## config.mk

```make
export PLATFORM = sky130hd
export DESIGN_NAME = rpd_loader
export DESIGN_NICKNAME = d
export VERILOG_FILES = /design/src/logic/rpd_pkg.sv /design/src/logic/rpd_loader.sv
export VERILOG_INCLUDE_DIRS = /design/src /design/src/logic
export SDC_FILE = /design/constraint.sdc
export NUM_CORES = 1
export LEC_CHECK = 0
export ABC_AREA = 1
export BUFFER_PORTS_ARGS = -buffer_cell sky130_fd_sc_hd__buf_4
export CORE_UTILIZATION = 30
export DETAILED_ROUTE_END_ITERATION = 12
export SETUP_SLACK_MARGIN = 0.3
export SLEW_MARGIN = 20
export SYNTH_ARGS = -nofsm -noshare
export SYNTH_HDL_FRONTEND = slang
export SYNTH_SLANG_ARGS = --single-unit
```

## constraint.sdc

```tcl
create_clock -name aclk -period 4.6 [get_ports aclk]
set_input_delay 0.23 -clock aclk [delete_from_list [all_inputs] [get_ports aclk]]
set_output_delay 0.23 -clock aclk [all_outputs]
set_load 0.02 [all_outputs]
```

## src/logic/rpd_regs.svh

```systemverilog
// Register indices, field positions, defaults and timing for the power-up loader
`ifndef RPD_REGS_SVH
`define RPD_REGS_SVH

// Register indices; byte address is four times the index
`define RPD_IDX_ANALOG_CAL   6'h12
`define RPD_IDX_CTRL         6'h20
`define RPD_IDX_STATUS       6'h21

// Control register field positions
`define RPD_B_HALT           0
`define RPD_B_OSC_FAIL       1
`define RPD_B_TIMER_EN       2
`define RPD_B_TIMER_PULSE    3
`define RPD_B_TIMER_IRQ_EN   4
`define RPD_B_TIMER_DIV_LO   5
`define RPD_B_TIMER_DIV_HI   6
`define RPD_B_SQW_RATE0      7
`define RPD_B_SQW_UP_LSB     8
`define RPD_B_CAL_LOCK       11
`define RPD_B_ALM1_RPT_LSB   12
`define RPD_B_ALM2_RPT_LSB   17
`define RPD_B_ALM2_EN        22
`define RPD_CTRL_W           23

// First power-up value: halt, osc fail, both divider bits, rate bit0 set
`define RPD_CTRL_INIT        23'h0000E3

// Calibration load time and clock period
`define RPD_LOAD_TIME_NS     8000000
`define RPD_CLK_PERIOD_NS    25

`define RPD_RESP_OKAY        2'h0
`define RPD_RESP_SLVERR      2'h2

`endif

```

## src/logic/rpd_pkg.sv

```systemverilog
// Types for the power-up defaults and calibration loader
package rpd_pkg;
    typedef enum logic [1:0] {
        RPD_SETTLE0,
        RPD_SETTLE1,
        RPD_INIT,
        RPD_RUN
    } rpd_state_t;
endpackage : rpd_pkg

```

## src/logic/rpd_loader.sv

```systemverilog
// Power-up defaults, calibration lock and AXI4-Lite register slave
//
// Our own choice: the AXI4-Lite interface to the registers.
`timescale 1ns/1ps
`include "rpd_regs.svh"

// Functional notes
// - First power-up without battery presets halt, fail, divider, rate0; clears the rest.
// - Power-up with battery forces halt high, timer off, keeps other bits.
// - Lock set copies factory value into calibration register, which becomes read-only.
// - Lock clear makes calibration register an ordinary read/write register.
// - Calibration load takes about 8 ms after lock is set.
module rpd_loader #(
    parameter int LOAD_CYCLES = (`RPD_LOAD_TIME_NS + `RPD_CLK_PERIOD_NS - 1) / `RPD_CLK_PERIOD_NS
) (
    input  wire logic        aclk,
    input  wire logic        aresetn,
    input  wire logic        battery_retained,
    input  wire logic [7:0]  otp_cal_value,
    input  wire logic [7:0]  s_axi_awaddr,
    input  wire logic        s_axi_awvalid,
    output logic             s_axi_awready,
    input  wire logic [31:0] s_axi_wdata,
    input  wire logic [3:0]  s_axi_wstrb,
    input  wire logic        s_axi_wvalid,
    output logic             s_axi_wready,
    output logic [1:0]       s_axi_bresp,
    output logic             s_axi_bvalid,
    input  wire logic        s_axi_bready,
    input  wire logic [7:0]  s_axi_araddr,
    input  wire logic        s_axi_arvalid,
    output logic             s_axi_arready,
    output logic [31:0]      s_axi_rdata,
    output logic [1:0]       s_axi_rresp,
    output logic             s_axi_rvalid,
    input  wire logic        s_axi_rready,
    output logic             halt_update,
    output logic             osc_fail_flag,
    output logic             timer_enable,
    output logic             timer_irq_pulse_select,
    output logic             timer_irq_enable,
    output logic             timer_clk_div_hi,
    output logic             timer_clk_div_lo,
    output logic             sqw_rate_bit0,
    output logic [2:0]       sqw_rate_upper_bits,
    output logic [4:0]       alarm1_repeat_bits,
    output logic [4:0]       alarm2_repeat_bits,
    output logic             alarm2_enable,
    output logic             cal_lock,
    output logic [7:0]       analog_calibration,
    output logic             cal_busy
);

    rpd_pkg::rpd_state_t      state;
    rpd_pkg::rpd_state_t      next_state;
    // Battery-backed: no reset, loaded by the init step
    logic [`RPD_CTRL_W-1:0]   ctrl;
    logic [`RPD_CTRL_W-1:0]   next_ctrl;
    logic [7:0]               next_cal;
    logic [19:0]              load_cnt;
    logic [19:0]              next_load_cnt;
    logic                     next_busy;
    logic                     retained_seen;
    logic                     next_retained_seen;
    logic                     bat_q1;
    logic                     bat_q2;
    logic [7:0]               otp_q1;
    logic [7:0]               otp_q2;
    logic                     aw_full;
    logic                     next_aw_full;
    logic                     w_full;
    logic                     next_w_full;
    logic [5:0]               aw_idx;
    logic [5:0]               next_aw_idx;
    logic [31:0]              wdata;
    logic [31:0]              next_wdata;
    logic [3:0]               wstrb;
    logic [3:0]               next_wstrb;
    logic                     next_awready;
    logic                     next_wready;
    logic                     next_bvalid;
    logic [1:0]               next_bresp;
    logic                     next_arready;
    logic                     next_rvalid;
    logic [31:0]              next_rdata;
    logic [1:0]               next_rresp;
    logic                     wr_fire;

    function automatic logic idx_mapped(input logic [5:0] idx);
        idx_mapped = (idx == `RPD_IDX_ANALOG_CAL) || (idx == `RPD_IDX_CTRL)
                  || (idx == `RPD_IDX_STATUS);
    endfunction : idx_mapped

    function automatic logic [31:0] reg_read(input logic [5:0] idx);
        case (idx)
            `RPD_IDX_ANALOG_CAL: reg_read = {24'h000000, analog_calibration};
            `RPD_IDX_CTRL:       reg_read = {9'h000, ctrl};
            `RPD_IDX_STATUS:     reg_read = {30'h0, retained_seen, cal_busy};
            default:             reg_read = 32'h00000000;
        endcase
    endfunction : reg_read

    assign wr_fire = aw_full && w_full && !s_axi_bvalid;

    always_comb begin
        next_state         = state;
        next_ctrl          = ctrl;
        next_cal           = analog_calibration;
        next_load_cnt      = load_cnt;
        next_busy          = cal_busy;
        next_retained_seen = retained_seen;
        case (state)
            rpd_pkg::RPD_SETTLE0: next_state = rpd_pkg::RPD_SETTLE1;
            rpd_pkg::RPD_SETTLE1: next_state = rpd_pkg::RPD_INIT;
            rpd_pkg::RPD_INIT: begin
                next_state         = rpd_pkg::RPD_RUN;
                next_retained_seen = bat_q2;
                if (bat_q2) begin
                    next_ctrl[`RPD_B_HALT]     = 1'b1;
                    next_ctrl[`RPD_B_TIMER_EN] = 1'b0;
                    if (ctrl[`RPD_B_CAL_LOCK]) begin
                        next_load_cnt = LOAD_CYCLES[19:0];
                        next_busy     = 1'b1;
                    end
                end else begin
                    next_ctrl = `RPD_CTRL_INIT;
                    next_cal  = 8'h00;
                end
            end
            rpd_pkg::RPD_RUN: begin
                if (wr_fire && aw_idx == `RPD_IDX_CTRL) begin
                    if (wstrb[0]) next_ctrl[7:0] = wdata[7:0];
                    if (wstrb[1]) next_ctrl[15:8] = wdata[15:8];
                    if (wstrb[2]) next_ctrl[22:16] = wdata[22:16];
                end
                if (wr_fire && aw_idx == `RPD_IDX_ANALOG_CAL && wstrb[0]
                    && !ctrl[`RPD_B_CAL_LOCK]) begin
                    next_cal = wdata[7:0];
                end
                if (!ctrl[`RPD_B_CAL_LOCK] && next_ctrl[`RPD_B_CAL_LOCK]) begin
                    next_load_cnt = LOAD_CYCLES[19:0];
                    next_busy     = 1'b1;
                end else if (!next_ctrl[`RPD_B_CAL_LOCK]) begin
                    next_load_cnt = 20'h00000;
                    next_busy     = 1'b0;
                end else if (load_cnt != 20'h00000) begin
                    next_load_cnt = load_cnt - 20'h00001;
                    next_busy     = (load_cnt != 20'h00001);
                end
                if (ctrl[`RPD_B_CAL_LOCK] && !cal_busy) begin
                    next_cal = otp_q2;
                end
            end
            default: next_state = rpd_pkg::RPD_SETTLE0;
        endcase
    end

    always_ff @(posedge aclk) begin
        bat_q1             <= battery_retained;
        bat_q2             <= bat_q1;
        otp_q1             <= otp_cal_value;
        otp_q2             <= otp_q1;
        ctrl               <= next_ctrl;
        analog_calibration <= next_cal;
        if (!aresetn) begin
            state         <= rpd_pkg::RPD_SETTLE0;
            load_cnt      <= 20'h00000;
            cal_busy      <= 1'b0;
            retained_seen <= 1'b0;
        end else begin
            state         <= next_state;
            load_cnt      <= next_load_cnt;
            cal_busy      <= next_busy;
            retained_seen <= next_retained_seen;
        end
    end

    assign halt_update            = ctrl[`RPD_B_HALT];
    assign osc_fail_flag          = ctrl[`RPD_B_OSC_FAIL];
    assign timer_enable           = ctrl[`RPD_B_TIMER_EN];
    assign timer_irq_pulse_select = ctrl[`RPD_B_TIMER_PULSE];
    assign timer_irq_enable       = ctrl[`RPD_B_TIMER_IRQ_EN];
    assign timer_clk_div_hi       = ctrl[`RPD_B_TIMER_DIV_HI];
    assign timer_clk_div_lo       = ctrl[`RPD_B_TIMER_DIV_LO];
    assign sqw_rate_bit0          = ctrl[`RPD_B_SQW_RATE0];
    assign sqw_rate_upper_bits    = ctrl[`RPD_B_SQW_UP_LSB +: 3];
    assign alarm1_repeat_bits     = ctrl[`RPD_B_ALM1_RPT_LSB +: 5];
    assign alarm2_repeat_bits     = ctrl[`RPD_B_ALM2_RPT_LSB +: 5];
    assign alarm2_enable          = ctrl[`RPD_B_ALM2_EN];
    assign cal_lock               = ctrl[`RPD_B_CAL_LOCK];

    // Bus slave; address and data latched separately, write done once both held
    always_comb begin
        next_aw_full = aw_full;
        next_w_full  = w_full;
        next_aw_idx  = aw_idx;
        next_wdata   = wdata;
        next_wstrb   = wstrb;
        next_bvalid  = s_axi_bvalid;
        next_bresp   = s_axi_bresp;
        next_rvalid  = s_axi_rvalid;
        next_rdata   = s_axi_rdata;
        next_rresp   = s_axi_rresp;
        if (s_axi_awvalid && s_axi_awready) begin
            next_aw_full = 1'b1;
            next_aw_idx  = s_axi_awaddr[7:2];
        end
        if (s_axi_wvalid && s_axi_wready) begin
            next_w_full = 1'b1;
            next_wdata  = s_axi_wdata;
            next_wstrb  = s_axi_wstrb;
        end
        if (wr_fire) begin
            next_aw_full = 1'b0;
            next_w_full  = 1'b0;
            next_bvalid  = 1'b1;
            next_bresp   = idx_mapped(aw_idx) ? `RPD_RESP_OKAY : `RPD_RESP_SLVERR;
        end else if (s_axi_bvalid && s_axi_bready) begin
            next_bvalid = 1'b0;
        end
        if (s_axi_arvalid && s_axi_arready) begin
            next_rvalid = 1'b1;
            next_rdata  = reg_read(s_axi_araddr[7:2]);
            next_rresp  = idx_mapped(s_axi_araddr[7:2]) ? `RPD_RESP_OKAY : `RPD_RESP_SLVERR;
        end else if (s_axi_rvalid && s_axi_rready) begin
            next_rvalid = 1'b0;
        end
        next_awready = (next_state == rpd_pkg::RPD_RUN) && !next_aw_full && !next_bvalid;
        next_wready  = (next_state == rpd_pkg::RPD_RUN) && !next_w_full && !next_bvalid;
        next_arready = (next_state == rpd_pkg::RPD_RUN) && !next_rvalid;
    end

    always_ff @(posedge aclk) begin
        if (!aresetn) begin
            aw_full       <= 1'b0;
            w_full        <= 1'b0;
            aw_idx        <= 6'h00;
            wdata         <= 32'h00000000;
            wstrb         <= 4'h0;
            s_axi_awready <= 1'b0;
            s_axi_wready  <= 1'b0;
            s_axi_bvalid  <= 1'b0;
            s_axi_bresp   <= 2'h0;
            s_axi_arready <= 1'b0;
            s_axi_rvalid  <= 1'b0;
            s_axi_rdata   <= 32'h00000000;
            s_axi_rresp   <= 2'h0;
        end else begin
            aw_full       <= next_aw_full;
            w_full        <= next_w_full;
            aw_idx        <= next_aw_idx;
            wdata         <= next_wdata;
            wstrb         <= next_wstrb;
            s_axi_awready <= next_awready;
            s_axi_wready  <= next_wready;
            s_axi_bvalid  <= next_bvalid;
            s_axi_bresp   <= next_bresp;
            s_axi_arready <= next_arready;
            s_axi_rvalid  <= next_rvalid;
            s_axi_rdata   <= next_rdata;
            s_axi_rresp   <= next_rresp;
        end
    end
endmodule : rpd_loader

```

==> results of run 1 <==
## worst paths after layout
path / to / slack (ps) / depth (start not counted)
worst max-delay path: load_cnt[0] / 2190 / 6
worst min-delay path: wdata[6] / 60 / 3
worst max register to register: load_cnt[0] / 2190 / 6
worst min register to register: otp_q2[6] / 330 / 0
## layout by cell type (no fill, tap or decap), types with 18 or more instances in the layout
| master | Yosys | routed |
|---|---|---|
| nand2_1 | 132 | 132 |
| buf_4 | 12 | 117 |
| nor2_1 | 115 | 115 |
| dfxtp_1 | 106 | 106 |
| inv_1 | 77 | 76 |
| o21ai_0 | 72 | 71 |
| a21oi_1 | 62 | 62 |
| nand3_1 | 34 | 34 |
| edfxtp_1 | 31 | 31 |
| clkbuf_16 | 0 | 18 |
## final cells by class
type	count	area share
clock buffers	19	0.0602
clock inverters	13	0.0174
inverters	81	0.0403
multi-input cells	487	0.306
flip-flops and latches	137	0.405
well taps	260	0.0431
repair buffers	126	0.128
## state kept, by name, indices dropped and copies added (netlist names), 2 cells and up
name                cells
ctrl                   23
s_axi_rdata            23
wdata                  23
load_cnt               20
analog_calibration      8
otp_q1                  8
otp_q2                  8
aw_idx                  6
wstrb                   3
state                   2
## logic make-up (layout without fill, tap and decap cells)
group                    Yosys count  after routing  share of synthesized area
flip-flops                       137            137                      0.520
other                              1             11                   0.000639
buffers and inverters            121            239                     0.0924
adder cells (fa/ha/maj)            3              3                    0.00640
AND/OR/NAND/NOR                  331            331                      0.253
AO/OA/AOI/OAI                    138            138                      0.122
XOR/XNOR                           4              4                    0.00597
## per-stage QoR
| step | hold WS [ps] | setup slack, ps |
|---|---|---|
| after floorplan | 258 | 2680 |
| after global placement | 312 | 2090 |
| after detailed placement | 313 | 2060 |
| after CTS | 42.8 | 2070 |
| after global routing | 57.7 | 1960 |
| final | 56.9 | 2190 |
## power by group through the flow
stage | clock (uW) | combinational (uW) | sequential, uW
2_1_floorplan | 0 | 253 | 1360
3_3_place_gp | 0 | 371 | 1350
3_5_place_dp | 0 | 375 | 1350
4_1_cts | 1380 | 383 | 1320
5_1_grt | 1440 | 428 | 1330
6_report | 1350 | 382 | 1320
## tightest hold or removal path, cell delays in order
cell and delay [ps]:
buf_4 70, o21ai_0 70, nor2_1 70
## routing by layer
metal  vias to the layer above  track usage  wire length [microns]
met4                         0       0.0606                    342
met5                         -            0                      0
met1                      2219        0.217                   7240
met2                       136        0.238                   6760
li1                       2588            -                      -
met3                        19       0.0385                    681
## repair_timing
action | in CTS | in global routing
hold buffers | 9 | 0
hold endpoints to repair | 9 | 0
setup buffers | 0 | 0
==> impl_metrics.ini, run 1 <==
[setup_path]
worst-setup-path-type = reg2reg
critPathRequiredTime_ps = 4950
worstPathCellList = inv_2, a211oi_4, nand2_4, nand2_1, nand2_1, nor2_1
critical_path.startpoint = ctrl[11]
r2r-start = ctrl[11]
crit_path_end_kind = flip-flop
critPathArrivalTime_ps = 2770
cp_common_cell = nand2_1
cp-start-kind = flip-flop
cpMaxStageDelayCell = a211oi_4
critPathBufInv = 1
cp_max_fo = 25
cpPeakStageDelay_ps = 800
crit_family = compound AO/OA/AOI/OAI gates

[synthesis]
synth_area_leader_cell = dfxtp_1
ys.flop_type = dfxtp_1
synthTopCellsByArea = dfxtp_1 (36%), edfxtp_1 (16%), nand2_1 (8.4%)
syn_inst = 735
yosys.area.top_type_share = 0.362
async_reset_ff_frac = 0
synth-edff-count = 31
netlist_area_sq_um = 5870
ys_types = 35
yosys_warnings = 0
ys_ff_latch = 137
synth_common_cells = nand2_1 (132), nor2_1 (115), dfxtp_1 (106)
avgSynthCellArea_sq_um = 7.98
synth_most_common_cell = nand2_1
yosysSeqAreaShare = 0.520

[floorplanning]
die_w_microns = 142
die-height_microns = 142
core-area_sq_um = 19000
num_rows = 50
design.die.area_sq_um = 20100
ioPinCount = 141
start_util = 0.309

[clock_network]
clockRootBuffer = clkbuf_16
htreeDepth = 4
path_clk_slew_ps = 60
cts_resized = 0
cts_inserted_buffers = 17
clock_latency_ps = 420
cts_tree = yes
clockBufferDepth = 2
clkSinkCount = 137

[power_and_ir_drop]
p_clk_frac = 0.442
power.leakage_uw = 0.00320
combPwrFrac = 0.125
p_switching_uw = 838
p_per_area_nw_per_um2 = 405
ir_drop_uv = 273
seqPwrFrac = 0.433
netSwitchingFraction = 0.274
power_uw = 3060
p_int_uw = 2220

[timing]
finalHoldViolations = 0
finalCriticalPeriod_ps = 2410
tightestPinTransition_ps = 883
fmax_mhz = 414
fin_crit_sh = 0.525
maxSlewViolCount = 0
fin_worst_skew_ps = 5.71
setup_violations = 0
relSlewSlack = 0.409
setup_tns_ps = 0
grt_setup_unrepaired = false

[placement]
hpwl_mm = 10.7
globalplace.congestion = 0.791
portBuffers = 115
place_area_sq_um = 6870
post-place-cells = 1082

[global_route]
antenna_found_initial = 0
grt_first_pass_wirelength_mm = 24.3
grt_pass1_vias = 4473
grt_overflow = 0
grtUsageTotal = 0.158
grt_max_degree = 74

[detailed_routing]
drt_wl_total_mm = 15.0
drt_iter0_drc = 268
post_drt_wl_per_cell_microns = 13.4
vias_per_cell = 4.42
ant_nets = 0
firstDrtPassIters = 5
drcViolationCount = 0
via_count = 4962

[finish]
final_core_util = 0.398
drive_above_1_share = 0.206
antenna_cells = 0
area.sequential_sq_um = 3050
final_area_sq_um = 7540
nFillCells = 1962
multiInputGateArea_sq_um = 2310
layoutNonFillerInstCount = 1123
area_growth_pct = 28.6
nets = 921

[hold_path]
hold_class = in2reg
min_from = s_axi_wdata[6]

[outcome]
status = complete, no violations

[flow_run]
drv_cap = 0
No activity file was read; power rests on OpenSTA's default activity.
==> run 2, diff against run 1 <==
==> constraint.sdc (replaced) <==
create_clock -name aclk -period 2.21 [get_ports aclk]
set_input_delay 0.1105 -clock aclk [delete_from_list [all_inputs] [get_ports aclk]]
set_output_delay 0.1105 -clock aclk [all_outputs]
set_load 0.02 [all_outputs]
==> run 2 against run 1 <==
Sequential share of layout area shrank 2.3 points. Design area grew 6.1%. Sequential power grew 110%. Count of clock-buffer cells in the layout shrank 1. Non-clock buffer count grew 42. Via count grew 4.3%. Critical path type unchanged. Largest power group unchanged. Highest routed layer unchanged.
==> impl_metrics.ini, run 2 (synthesis results as in run 1) <==
[outcome]
status = complete, no violations

[clock_network]
clock_latency_ps = 430
cts_tree = yes
htreeDepth = 4
clockBufferDepth = 2
cts_inserted_buffers = 17
path_clk_slew_ps = 60
clockRootBuffer = clkbuf_16
cts_setup_buffers = 0
clkSinkCount = 137

[floorplanning]
die_w_microns = 142
design.die.area_sq_um = 20100
num_rows = 50
die-height_microns = 142
core-area_sq_um = 19000
ioPinCount = 141
start_util = 0.309

[timing]
fmax_mhz = 563
setup_violations = 0
finalCriticalPeriod_ps = 1770
fin_worst_skew_ps = 7.44
grt_setup_unrepaired = true
finalHoldViolations = 0
tightestPinTransition_ps = 551
relSlewSlack = 0.632
whs_ps = 43.3
fin_crit_sh = 0.803
setup_tns_ps = 0
maxSlewViolCount = 0

[setup_path]
crit_path_end_kind = flip-flop
cp_common_cell = nand2_1
cpPeakStageDelay_ps = 310
ff2ff_setup_slack_ps = 440
r2r_cells = 9
worst-setup-path-type = reg2reg
crit_family = simple AND/OR/NAND/NOR gates
critPathArrivalTime_ps = 2090
cp-start-kind = flip-flop
critPathRequiredTime_ps = 2520
worstPathCellList = inv_1, ha_1, nand2_1, nor2_2, nand4_1, o21ai_0, nand2_1, nand2_1, a21oi_1
critPathBufInv = 1
cp_max_fo = 7
cp_num_cells = 9
cpMaxStageDelayCell = dfxtp_1

[detailed_routing]
ant_nets = 0
via_count = 5173
drt_iter0_drc = 341
post_drt_wl_per_cell_microns = 13.1
firstDrtPassIters = 7
vias_per_cell = 4.44
drcViolationCount = 0
drt_wl_total_mm = 15.2

[finish]
layoutNonFillerInstCount = 1165
drive_above_1_share = 0.211
largestRegisters = ctrl: 23 flops, s_axi_rdata: 23 flops, wdata: 23 flops
antenna_cells = 0
final_core_util = 0.422
final_common_cell = nand2_1
area_growth_pct = 36.4
final_area_sq_um = 8000
mostFrequentLayoutCells = nand2_1 (132), buf_4 (124), nor2_1 (113)
nets = 963

[placement]
post-place-cells = 1091
hpwl_mm = 10.9
globalplace.congestion = 0.816
place_area_sq_um = 6960
portBuffers = 115

[hold_path]
worstHoldPathCells = 4
hold_class = in2reg

[flow_run]
drv_cap = 0

[global_route]
grt_max_degree = 45
grtUsageTotal = 0.156
grt_overflow = 0
antenna_found_initial = 0
grt_first_pass_wirelength_mm = 24.2
grt_pass1_vias = 4635

[power_and_ir_drop]
ir_drop_uv = 549
p_per_area_nw_per_um2 = 807
power.leakage_uw = 0.00340
==> run 2: per-stage QoR <==
step / power [uW] / setup WS [ps]
CTS: 6490 / 334
global placement: 3600 / 365
finish: 6460 / 435
detailed placement: 3610 / 350
floorplan: 3350 / 506
global route: 6730 / 270
==> run 2: tightest hold or removal path: stages <==
cell and delay [ps]:
buf_4 110, inv_1 60, a21oi_1 80, nor2_1 70
==> run 2: cell type report <==
| type | instances | area [sq um] |
|---|---|---|
| clock buffer | 18 | 450 |
| clock inverter | 14 | 148 |
| fill | 1850 | 11000 |
| inverter | 81 | 304 |
| multi-input combinational | 487 | 2330 |
| sequential | 137 | 3050 |
| tap | 260 | 325 |
| timing repair buffer | 168 | 1390 |
==> run 2: where the power goes <==
| group | switching (uW) | internal, uW |
|---|---|---|
| Sequential | 76.6 | 2670 |
| Combinational | 523 | 355 |
| Clock | 1260 | 1580 |
==> run 2: routing by layer <==
| metal | part of all wire | vias to the layer above | GRT usage | wire length [microns] |
|---|---|---|---|---|
| met5 | 0 | - | 0 | 0 |
| met4 | 0.026 | 0 | 0.0702 | 396 |
| met3 | 0.045 | 28 | 0.0297 | 689 |
| met2 | 0.46 | 147 | 0.248 | 6960 |
| met1 | 0.47 | 2321 | 0.206 | 7200 |
| li1 | - | 2677 | - | - |
==> run 2: what timing repair did <==
item,CTS,global route
resized for setup,0,5
hold buffers,42,0
setup endpoints to repair,0,22
hold endpoints to repair,42,0
==> run 2: path summary, 6_finish.rpt <==
check,end,start
worst max-delay path,load_cnt[14],load_cnt[0]
worst min-delay path,s_axi_bvalid,s_axi_bready
worst max register to register,load_cnt[14],load_cnt[0]
worst min register to register,bat_q2,bat_q1
